==> config.mk <==
export PLATFORM = sky130hd
export DESIGN_NAME = cfg_status_class
export DESIGN_NICKNAME = d
export VERILOG_FILES = /design/src/hdl/cfg_pkg.sv /design/src/hdl/err_event_if.sv /design/src/hdl/sticky_flags.sv /design/src/hdl/cfg_status_class.sv
export VERILOG_INCLUDE_DIRS = /design/src /design/src/hdl
export SDC_FILE = /design/constraint.sdc
export NUM_CORES = 1
export LEC_CHECK = 0
export BUFFER_PORTS_ARGS = -buffer_cell sky130_fd_sc_hd__buf_2
export CORE_MARGIN = 1.5
export CORE_UTILIZATION = 36
export CTS_CLUSTER_DIAMETER = 120
export CTS_CLUSTER_SIZE = 20
export DETAILED_ROUTE_END_ITERATION = 7
export GPL_TIMING_DRIVEN = 0
export HOLD_SLACK_MARGIN = 0.03
export PLACE_DENSITY = 0.76
export SKIP_CTS_REPAIR_TIMING = 1
export SYNTH_ARGS = -nofsm -noshare
export SYNTH_HDL_FRONTEND = slang
export SYNTH_HIERARCHICAL = 1
export SYNTH_SLANG_ARGS = --single-unit
==> constraint.sdc <==
create_clock -name clk_sys -period 0.8 [get_ports clk_sys]
set_input_delay 0.16 -clock clk_sys [delete_from_list [all_inputs] [get_ports clk_sys]]
set_output_delay 0.16 -clock clk_sys [all_outputs]
set_load 0.01 [all_outputs]
==> src/hdl/cfg_regs_params.svh <==
// constants for the bus status and class code register bank
// Notes on behaviour
// parity error seen in address or data phase sets status bit 15
// system error signalled to host sets status bit 14, only when enabled
// master abort on own master cycle sets status bit 13
// target abort received on own master cycle sets status bit 12
// target abort signalled as target sets status bit 11
// devsel timing field reads 01b, medium speed
// bit 8 set when perr seen, we are master, response enabled
// bit 7 reads zero, no fast back-to-back
// bit 6 reads zero, no user-definable features
// bit 5 reads zero, not high-speed capable
// bit 4 reads one, capability list present
// bits 3 to 0 read zero
// base class byte reads 0c, serial bus controller
// subclass byte reads zero
// programming interface byte reads 10
// low byte reports silicon revision, read only
// system error output driven only while its enable is set
// parity error response driven only while its enable is set
// flags stay set until a one is written to them
// writes to read-only fields are ignored
`ifndef CFG_REGS_PARAMS_SVH
`define CFG_REGS_PARAMS_SVH
`define OFS_STATUS 8'h06
`define OFS_CLASS 8'h08
`define STATUS_RESET 16'h0210
`define BIT_PAR 15
`define BIT_SERR 14
`define BIT_MABT 13
`define BIT_TABT_RX 12
`define BIT_TABT_TX 11
`define BIT_DPAR 8
`define DEVSEL_MEDIUM 2'h1
`define CLASS_BASE 8'h0c
`define CLASS_SUB 8'h00
`define CLASS_PROGRAMMING_INTERFACE_BYTE 8'h10
`define SILICON_REV_DEFAULT 8'h5a
`endif

==> src/hdl/cfg_pkg.sv <==
// types shared by the status register bank
package cfg_pkg;
    typedef logic [15:0] half_t;
    typedef logic [31:0] word_t;
endpackage

==> src/hdl/err_event_if.sv <==
// carrier for sticky error events between top and flag store
interface err_event_if;
    logic [15:0] set_mask;
    logic [15:0] clr_mask;
    logic [15:0] flags;
    modport src (output set_mask, output clr_mask, input flags);
    modport store (input set_mask, input clr_mask, output flags);
endinterface

==> src/hdl/sticky_flags.sv <==
// sticky status flags with write-one-to-clear
`include "cfg_regs_params.svh"
module sticky_flags
    import cfg_pkg::*;
(
    // clock and reset
    input wire logic clk_sys,
    input wire logic rst,
    // events
    err_event_if.store ev
);
    localparam half_t flag_bits = 16'hf900;
    half_t flags_q;
    half_t flags_d;

    // set wins over clear so an event in the clearing cycle survives
    assign flags_d = ((flags_q & ~ev.clr_mask) | ev.set_mask) & flag_bits;
    assign ev.flags = flags_q;

    // flag register
    always_ff @(posedge clk_sys or posedge rst) begin
        if (rst) begin
            flags_q <= 16'h0000;
        end else begin
            flags_q <= flags_d;
        end
    end

    a_set_beats_clear: assert property (@(posedge clk_sys) disable iff (rst)
        ev.set_mask[`BIT_PAR] |=> flags_q[`BIT_PAR])
        else $error("flag lost when set and clear coincide");
    a_flag_holds: assert property (@(posedge clk_sys) disable iff (rst)
        flags_q[`BIT_MABT] && !ev.clr_mask[`BIT_MABT] |=> flags_q[`BIT_MABT])
        else $error("sticky flag dropped without clear");
endmodule // sticky_flags

==> src/hdl/cfg_status_class.sv <==
// configuration status and class code registers
`include "cfg_regs_params.svh"
module cfg_status_class
    import cfg_pkg::*;
#(
    parameter logic [7:0] SILICON_REV = `SILICON_REV_DEFAULT // arbitrary value
)
(
    // clock and reset
    input wire logic clk_sys,
    input wire logic rst,
    // configuration access
    input wire logic cfg_wr,
    input wire logic cfg_rd,
    input wire logic [7:0] cfg_addr,
    input wire logic [3:0] cfg_be,
    input wire logic [31:0] cfg_wdata,
    output logic [31:0] cfg_rdata,
    // enables from command register
    input wire logic system_error_enable,
    input wire logic parity_response_enable,
    // bus events, same clock
    input wire logic addr_parity_err,
    input wire logic data_parity_err,
    input wire logic perr_seen,
    input wire logic master_phase,
    input wire logic master_abort_rx,
    input wire logic target_abort_rx,
    input wire logic target_abort_tx,
    // error outputs
    output logic serr_req,
    output logic perr_req,
    // status view
    output logic [15:0] bus_status
);
    err_event_if ev ();
    half_t set_mask;
    half_t clr_mask;
    half_t status_word;
    word_t class_word;
    word_t rdata_d;
    logic sel_status;
    logic hit_status;
    logic hit_class;
    logic serr_d;
    logic perr_d;
    logic serr_q;
    logic perr_q;

    // system error only with enable, after address parity error
    assign serr_d = addr_parity_err & system_error_enable;
    // parity response only with enable
    assign perr_d = data_parity_err & parity_response_enable;

    // event set mask
    always_comb begin
        set_mask = 16'h0000;
        set_mask[`BIT_PAR] = addr_parity_err | data_parity_err;
        set_mask[`BIT_SERR] = serr_d;
        set_mask[`BIT_MABT] = master_abort_rx;
        set_mask[`BIT_TABT_RX] = target_abort_rx;
        set_mask[`BIT_TABT_TX] = target_abort_tx;
        set_mask[`BIT_DPAR] = perr_seen & master_phase & parity_response_enable;
    end

    // dword match; byte offsets inside the dword do not matter
    function automatic logic dword_is(input logic [7:0] a, input logic [7:0] ofs);
        return a[7:2] == ofs[7:2];
    endfunction

    // status halfword sits at byte lanes 3:2 of the dword at 04
    assign sel_status = dword_is(cfg_addr, `OFS_STATUS);
    assign hit_status = cfg_wr && sel_status;
    assign hit_class = dword_is(cfg_addr, `OFS_CLASS);
    assign clr_mask = hit_status ? {cfg_be[3] ? cfg_wdata[31:24] : 8'h00,
                                    cfg_be[2] ? cfg_wdata[23:16] : 8'h00} : 16'h0000;

    assign ev.set_mask = set_mask;
    assign ev.clr_mask = clr_mask;

    sticky_flags u_flags (
        .clk_sys(clk_sys),
        .rst(rst),
        .ev(ev)
    );

    // read-only fields are constants, so writes cannot reach them
    assign status_word = ev.flags | {5'h00, `DEVSEL_MEDIUM, 1'b0,
                                     1'b0, 1'b0, 1'b0,
                                     1'b1, 4'h0};
    assign class_word = {`CLASS_BASE, `CLASS_SUB, `CLASS_PROGRAMMING_INTERFACE_BYTE, SILICON_REV};

    // read mux; unmapped dwords return zero
    assign rdata_d = sel_status ? {status_word, 16'h0000} :
                     hit_class ? class_word : 32'h0000_0000;

    // registered outputs
    always_ff @(posedge clk_sys or posedge rst) begin
        if (rst) begin
            cfg_rdata <= 32'h0000_0000;
            serr_q <= 1'b0;
            perr_q <= 1'b0;
        end else begin
            cfg_rdata <= cfg_rd ? rdata_d : 32'h0000_0000;
            serr_q <= serr_d;
            perr_q <= perr_d;
        end
    end

    assign serr_req = serr_q;
    assign perr_req = perr_q;
    assign bus_status = status_word;

    a_serr_needs_en: assert property (@(posedge clk_sys) disable iff (rst)
        serr_req |-> $past(system_error_enable))
        else $error("system error driven while disabled");
    a_perr_needs_en: assert property (@(posedge clk_sys) disable iff (rst)
        perr_req |-> $past(parity_response_enable))
        else $error("parity response driven while disabled");
    a_par_flag_set: assert property (@(posedge clk_sys) disable iff (rst)
        (addr_parity_err || data_parity_err) |=> bus_status[15])
        else $error("detected parity flag not set");
    a_serr_flag_set: assert property (@(posedge clk_sys) disable iff (rst)
        serr_d |=> bus_status[14] && serr_req)
        else $error("system error flag not set");
    a_mabt_flag_set: assert property (@(posedge clk_sys) disable iff (rst)
        master_abort_rx |=> bus_status[13])
        else $error("master abort flag not set");
    a_tabt_rx_set: assert property (@(posedge clk_sys) disable iff (rst)
        target_abort_rx |=> bus_status[12])
        else $error("received target abort flag not set");
    a_tabt_tx_set: assert property (@(posedge clk_sys) disable iff (rst)
        target_abort_tx |=> bus_status[11])
        else $error("signaled target abort flag not set");
    a_dpar_cond: assert property (@(posedge clk_sys) disable iff (rst)
        $rose(bus_status[8]) |-> $past(perr_seen && master_phase && parity_response_enable))
        else $error("data parity flag set without cause");
    a_const_fields: assert property (@(posedge clk_sys) disable iff (rst)
        bus_status[10:0] == {2'h1, bus_status[8], 8'h10})
        else $error("hardwired status bits wrong");
    a_class_read: assert property (@(posedge clk_sys) disable iff (rst)
        cfg_rd && hit_class |=> cfg_rdata == {24'h0c0010, SILICON_REV})
        else $error("class code read wrong");
    a_clear_works: assert property (@(posedge clk_sys) disable iff (rst)
        hit_status && cfg_be[3] && cfg_wdata[29] && !master_abort_rx |=> !bus_status[13])
        else $error("write one did not clear flag");

    c_detected_parity_flag: cover property (@(posedge clk_sys) addr_parity_err && system_error_enable);
    c_clear_flag: cover property (@(posedge clk_sys) $fell(bus_status[13]));
    c_dpar: cover property (@(posedge clk_sys) $rose(bus_status[8]));
endmodule // cfg_status_class

==> metrics.txt, run 1 <==
status=finished, violations left; register clock-pin slew on the reported worst setup and hold paths=0.13 ns; Post-route DRC=0; Setup CP Type=in2reg; Core Area=about 3400 µm²; HP Class=in2reg; hold slack final=0.06695 ns; Antenna Nets Post-Route=0; pre-CTS setup slack=-0.7672 ns; Post-Route Setup TNS=-11.73 ns; CP max stage cell=or4_4; fin nets=279; RSZ-0062 raised after global routing=true; most common cell after layout, fill and taps aside=buf_2; via count=~1000; Max IR drop VDD=about 1.6 mV; initial antenna violation count=0; largest net degree at the start of global routing=19; diode count=0; failing checks=negative setup slack; synthesis warning total=6; Required @ worst endpoint=slightly above 1 ns; die footprint=approximately 3900 µm²; fmax=850.1 MHz; root buf cell=clkbuf_4; final wirelength=2.688 mm; first-pass GRT wire length=about 3.7 mm; die width=roughly 62 µm; Slew @ Worst Pin=roughly 0.66 ns; fin crit share=147.0%; commonest non-fill, non-tap cells in the layout=buf_2, buf_4, dfrtp_1; Syn Std Cell Area=about 1300 µm²; clk_lat worst skew=0.31 ns; Tot GR Track Use=12.27%; I/O Buffers=between 50 and 60; clock skew=about 0.0042 ns; Starting Density=37.80%; total grt overflow=0; Final Hold Fails=0; CP Cell Sequence=buf_6 -> or4_4 -> buf_8 -> nor3_2 -> inv_1 -> a21o_1; vias in the first global route=slightly above 800; Cell Rows=21; critical path arrival=about 1.4 ns; Crit path largest cell delay=0.59 ns; # setup viols final=62; first-pass detailed-route iteration total=4; die height=about 62 µm; Clock Tree Buf Depth=2; CTS tree=yes; Via density=between 3 and 4; final estimated routing congestion in global placement=roughly 0.67; DR WL/cell=approximately 10 µm; Power Dens Cells=roughly 1200 nW/µm²; Inserted Clock Buffers=3; area grow syn2layout=60.53%; CP Capture Type=flip-flop; layout cells sized above 1=between 50% and 60%; type of origin of the critical path=primary input; Pleak=approximately 0.0011 µW; CTS Sinks=24; Max Slew Vio Count=0; Final Worst Setup Slack=-0.3763 ns; Detail Placement HPWL=a little under 2 mm; total power after layout=~2500 µW; maxcap violations=0; 1st-iter DRT viols=10; Worst slew margin=between 50% and 60%; IO Pins=107; worst-path fanout max=6; H-tree depth=1; Synth Area per Inst=between 10 and 15 µm²; Syn Inst Count=around 120; crit path time final=about 1.2 ns
==> area by class of cell <==
class,count,area [µm²]
flip-flops and latches,24,600.6
repair buffers,77,526.8
fillers,324,1323
well taps,46,57.56
plain buffers,30,242.7
clock buffers,3,22.52
inverters,14,52.55
clock inverters,1,30.03
multi-input cells,72,508.0
==> path summary, 6_finish.rpt <==
kind	start	end	slack, ns	depth (start not counted)
min in group asynchronous	rst	u_flags/ev.flags[8]	0.33	3
max in group asynchronous	rst	cfg_rdata[16]	-0.12	3
setup reg to reg	u_flags/ev.flags[8]	u_flags/ev.flags[8]	-0.11	3
hold / removal	data_parity_err	perr_req	0.07	2
hold reg to reg	u_flags/ev.flags[14]	u_flags/ev.flags[14]	0.52	1
setup / recovery	cfg_addr[6]	u_flags/ev.flags[8]	-0.38	6
==> worst max-delay path: cells and delay by family <==
family	cells	cell delay (ns)
AO/OA/AOI/OAI	1	0.15
buffers and inverters	3	0.33
AND/OR/NAND/NOR	2	0.76
==> stage by stage <==
| step | instance area (µm²) | util [%] | std cells |
|---|---|---|---|
| 2_1_floorplan | 1343 | - | 142 |
| 3_3_place_gp | 1670 | 49.67 | 242 |
| 3_5_place_dp | 1670 | 49.67 | 242 |
| 4_1_cts | 1723 | 51.23 | 246 |
| 5_1_grt | 2041 | 60.68 | 267 |
| 6_report | 2041 | 60.68 | 267 |
==> report_power, final <==
part / internal, µW / switching (µW) / leakage (µW)
Combinational: 208 / 223 / 0.000750
Sequential: 1220 / 3.77 / 0.000302
Clock: 506 / 354 / 0.0000279
Total: 1940 / 581 / 0.00108
==> routing by layer <==
layer | global-route usage [%] | share of wire (%) | wire length (µm)
met5 | 0 | 0 | 0
met4 | 1.667 | 0.45 | 12
met3 | 3.243 | 4.7 | 125
met2 | 21.10 | 56 | 1498
met1 | 15.96 | 39 | 1051
==> state kept, by name (all words and copies together), names as in the netlist <==
signal,count
u_flags/ev.flags,6
cfg_rdata,16
perr_req,1
serr_req,1
Power figures use the tool's default switching activity.
==> run 2: changes to the inputs <==
Settings changed: CORE_ASPECT_RATIO set to 0.9, CTS_BUF_LIST set to sky130_fd_sc_hd__clkbuf_16.
==> run 2 against run 1 <==
Effect of this change: the flow still finishes with violations (negative setup slack); clock power is 65% higher; core utilization is 3.6 points lower; via count is 1.5% lower; register-to-register slack better by 0.07 ns; die area hardly changed; sequential share of layout area is 1.8 points higher; sequential power hardly changed; combinational power is 13% lower; first-iteration DRC count is 50% lower.
==> metrics.txt, run 2 (synthesized netlist as in run 1, its figures left out) <==
worst-path fanout max=6; HP Class=in2async; final estimated routing congestion in global placement=0.6672; GRT met1 Usage=between 10% and 20%; final wirelength=2.543 mm; hold slack final=between 0.01 and 0.015 ns; CP Depth=6; critical path arrival=~1.4 ns; first-pass GRT wire length=4.105 mm; final core utilization=approximately 57%; Slew @ Worst Pin=0.6885 ns; area grow syn2layout=51.77%; CP Capture Type=flip-flop; cell family with most CP delay=simple AND/OR/NAND/NOR gates; Cell Rows=20; placed inst area=about 1700 µm²; GR Util met2=24.39%; clk_lat worst skew=between 0.2 and 0.3 ns; H-tree depth=1; RSZ-0062 raised after global routing=true; # setup viols final=44; most common cell after layout, fill and taps aside=buf_2; Power Dens Cells=between 1500 and 2000 nW/µm²; root buf cell=clkbuf_16; die width=roughly 66 µm; max FFs per register=16; Required @ worst endpoint=0.95 ns; I/O Buffers=54; RR Startpoint=u_flags/ev.flags[11]; diode count=0; Antenna Nets Post-Route=0; total grt overflow=0; first-pass detailed-route iteration total=4; DR WL/cell=between 10 and 15 µm; die height=around 59 µm; Detail Placement HPWL=roughly 2.0 mm; largest net degree at the start of global routing=19; die footprint=3897 µm²; IO Pins=between 100 and 150; CP Cell Sequence=buf_6 -> or4_4 -> buf_8 -> nor3_1 -> inv_1 -> a21o_1; Starting Density=37.63%; Tot GR Track Use=between 10% and 20%; failing checks=negative setup slack; Clock Tree Buf Depth=2; type of origin of the critical path=primary input; gr busiest metal=met2; Pleak=~0.0010 µW; met3 Use GR=around 4.8%; via count=just over 1000; total power after layout=a little over 3000 µW; register clock-pin slew on the reported worst setup and hold paths=0.06 ns; Max IR drop VDD=between 1 and 1.5 mV; maxcap violations=0; Inserted Clock Buffers=3; Worst slew margin=between 50% and 60%; 1st-iter DRT viols=5; CTS tree=yes; critical path startpoint=cfg_addr[6]; CP max stage cell=or4_4; status=finished, violations left; fin crit share=152.9%; fmax=slightly above 800 MHz; commonest non-fill, non-tap cells in the layout=buf_2, buf_4, dfrtp_1; CTS Sinks=24; crit path time final=roughly 1.2 ns; fin nets=roughly 270; Top reg by flops=cfg_rdata; Post-route DRC=0; Core Area=3378 µm²; Final Cell Area=just under 2000 µm²; WP buf/inv=3; Final Worst Setup Slack=-0.4229 ns; clock skew=~0.0032 ns; Via density=4.036; layout cells sized above 1=a little under three fifths; Filler Cells Inserted=about 330; Final Hold Fails=0; vias in the first global route=between 900 and 1000; worst r2r path cells=3; Setup CP Type=in2reg; Max Slew Vio Count=0; Crit path largest cell delay=0.57 ns; initial antenna violation count=0
-- run 2: cell types whose count changed in the layout (fill, tap and decap cells not counted), sizes merged --
cell | previous run | this run
buf | 102 | 91
dlygate4sd3 | 4 | 1
-- run 2: report_power, final --
part / switching, µW / internal, µW / total (µW)
clock network: 430 / 994 / 1420
registers: 3.81 / 1220 / 1230
logic: 201 / 174 / 375
-- run 2: per-layer routing --
metal,part of all wire (%),vias to the layer above
met1,41,448
met3,8.0,4
met2,51,47
met4,0.55,0
met5,0,-
li1,-,514
-- run 2: area by class of cell --
type / instances / area (µm²) / share of cell area (%)
multi-input combinational: 72 / 467.9 / 24.25
timing repair buffer: 62 / 382.9 / 19.84
clock buffer: 3 / 75.07 / 3.891
buffer: 31 / 264.0 / 13.68
sequential: 24 / 601.8 / 31.19
tap: 44 / 55.05 / 2.853
clock inverter: 1 / 30.03 / 1.556
inverter: 14 / 52.55 / 2.724
-- run 2: final timing paths --
path | to | slack (ns)
worst max-delay path | u_flags/ev.flags[11] | -0.42
worst min-delay path | perr_req | 0.01
worst max register to register | cfg_rdata[27] | -0.04
worst min register to register | u_flags/ev.flags[12] | 0.52
max in group asynchronous | u_flags/ev.flags[11] | 0.23
min in group clk_sys | u_flags/ev.flags[13] | 0.08
-- run 2: metrics by stage --
step	setup slack, ns	cells	setup TNS (ns)
floorplan	-0.6080	142	-6.228
global placement	-0.7648	240	-8.293
detailed placement	-0.7870	240	-8.487
CTS	-0.5143	244	-8.973
global route	-0.4545	251	-9.216
finish	-0.4229	251	-7.974
-- run 2: worst register-to-register path: stages (launching register included) --
cell      delay (ns)
dfrtp_1         0.34
buf_4           0.11
nand3b_1        0.09
a211oi_2        0.22
==> run 3: changes to the inputs <==
Settings changed: CTS_CLUSTER_DIAMETER 120 to 60.
Clock period 0.8 ns to 1.08 ns, I/O delays scaled along.
==> run 3 against run 2 <==
Effect of this change: the run still ends with negative setup slack left; core utilization shrank 0.67 points; setup slack gained 0.18 ns; register-to-register slack gained 0.33 ns; die area is the same; sequential power shrank 26%; global-route usage grew 0.093 points; final cell count shrank 1.2%; via count shrank 3.3%; largest power group unchanged; highest routed layer is now met3.
==> metrics.txt, run 3 (synthesized netlist as in run 1, its figures left out) <==
status=finished, violations left; failing checks=negative setup slack; Slew @ Worst Pin=just under 0.7 ns; type of origin of the critical path=primary input; maxcap violations=0; Setup CP Type=in2reg; most common cell after layout, fill and taps aside=buf_2; Switching Fraction=just over 20%; CP Cell Sequence=buf_6 -> or4_4 -> buf_8 -> nor3_2 -> inv_1 -> a21o_1; fmax=around 760 MHz; Flop pwr share=about two fifths; fin crit share=122.1%; Clock Tree Buf Depth=2; max FFs per register=16; root buf cell=clkbuf_16; Max IR drop VDD=approximately 0.6 mV; cell family with most CP delay=simple AND/OR/NAND/NOR gates; Cell Rows=20; CTS tree=yes; Antenna Nets Post-Route=0; Starting Density=37.63%; diode count=0; Post-route DRC=0; Worst slew margin=between 50% and 60%; CP max stage cell=or4_4; reg-to-reg setup timing slack=slightly below 0.3 ns; final wirelength=between 2 and 3 mm; die footprint=around 3900 µm²; clock share of power=46.5%; Detail Placement HPWL=2.112 mm; IO Pins=107; Power Dens Cells=roughly 1200 nW/µm²; Inserted Clock Buffers=3; r2r endpoint=cfg_rdata[27]; Crit path largest cell delay=just under 0.6 ns; CP Capture Type=flip-flop; Sw Pwr=460.5 µW; # setup viols final=13; WP buf/inv=3; largest net degree at the start of global routing=19; Pleak=approximately 0.0010 µW; H-tree depth=1; CTS Sinks=24; crit path time final=about 1.3 ns; via count=980; die width=between 60 and 70 µm; critical path arrival=around 1.5 ns; initial antenna violation count=0; P_int=between 1500 and 2000 µW; Final Hold Fails=0; worst-path fanout max=6; Required @ worst endpoint=roughly 1.2 ns; final core utilization=56.44%; 1st-iter DRT viols=19; HP Class=in2async; clock skew=0.002912 ns; Filler Cells Inserted=about 330; RSZ-0062 raised after global routing=true; area grow syn2layout=50.00%; first-pass detailed-route iteration total=4; worst r2r path cells=2; layout cells sized above 1=a little under three fifths; I/O Buffers=54; first-pass GRT wire length=4.181 mm; Gate power share=roughly an eighth; Via density=3.952; die height=between 50 and 60 µm; Final Worst Setup Slack=-0.2386 ns; RR Startpoint=u_flags/ev.flags[11]; fin nets=about 260; Core Area=roughly 3400 µm²; total power after layout=2237 µW; register clock-pin slew on the reported worst setup and hold paths=0.06 ns; commonest non-fill, non-tap cells in the layout=buf_2, dfrtp_1, buf_4; pre-CTS setup slack=-0.5841 ns; total grt overflow=0; vias in the first global route=964; final estimated routing congestion in global placement=~0.70; Tot GR Track Use=around 14%; DR WL/cell=~11 µm; Max Slew Vio Count=0; Top reg by flops=cfg_rdata; clk_lat worst skew=roughly 0.25 ns
[run 3: layout make-up]
class                      count  area (µm²)  area share, %
buffer                        30       257.7          13.52
clock buffer                   3       75.07          3.937
clock inverter                 1       30.03          1.575
inverter                      14       52.55          2.756
multi-input combinational     72       464.2          24.34
sequential                    24       601.8          31.56
tap                           44       55.05          2.887
timing repair buffer          60       370.4          19.42
[run 3: worst max path at each step]
stage	start	to	slack, ns	depth (start not counted)
2_1_floorplan	cfg_addr[5]	u_flags/ev.flags[11]	-0.38	6
3_3_place_gp	cfg_addr[5]	u_flags/ev.flags[8]	-0.54	7
3_5_place_dp	cfg_addr[5]	u_flags/ev.flags[8]	-0.58	7
4_1_cts	cfg_addr[5]	u_flags/ev.flags[8]	-0.32	7
5_1_grt	cfg_addr[6]	u_flags/ev.flags[8]	-0.29	6
6_report	cfg_addr[6]	u_flags/ev.flags[8]	-0.24	6
[run 3: metrics by stage]
step	hold WS, ns	setup TNS, ns	area [µm²]	std cells
4_1_cts	-0.1211	-1.926	1773	244
2_1_floorplan	0.006959	-2.868	1343	142
5_1_grt	0.1272	-2.294	1907	248
3_3_place_gp	0.1461	-4.883	1668	240
6_report	0.06421	-1.790	1907	248
3_5_place_dp	0.1522	-5.255	1668	240
[run 3: metal layers]
| metal | up-vias | GRT usage [%] | part of all wire (%) |
|---|---|---|---|
| met2 | 43 | 26.41 | 52 |
| met4 | 0 | 2.679 | 0 |
| met1 | 432 | 15.83 | 42 |
| met3 | 0 | 3.612 | 6.4 |
| met5 | - | 0 | 0 |
| li1 | 505 | - | - |
[run 3: power groups by stage]
stage	registers [µW]	clock network, µW	logic (µW)
finish	910	1040	287
global route	910	1090	317
detailed placement	926	0	260
floorplan	931	0	178
global placement	926	0	256
CTS	909	1050	261
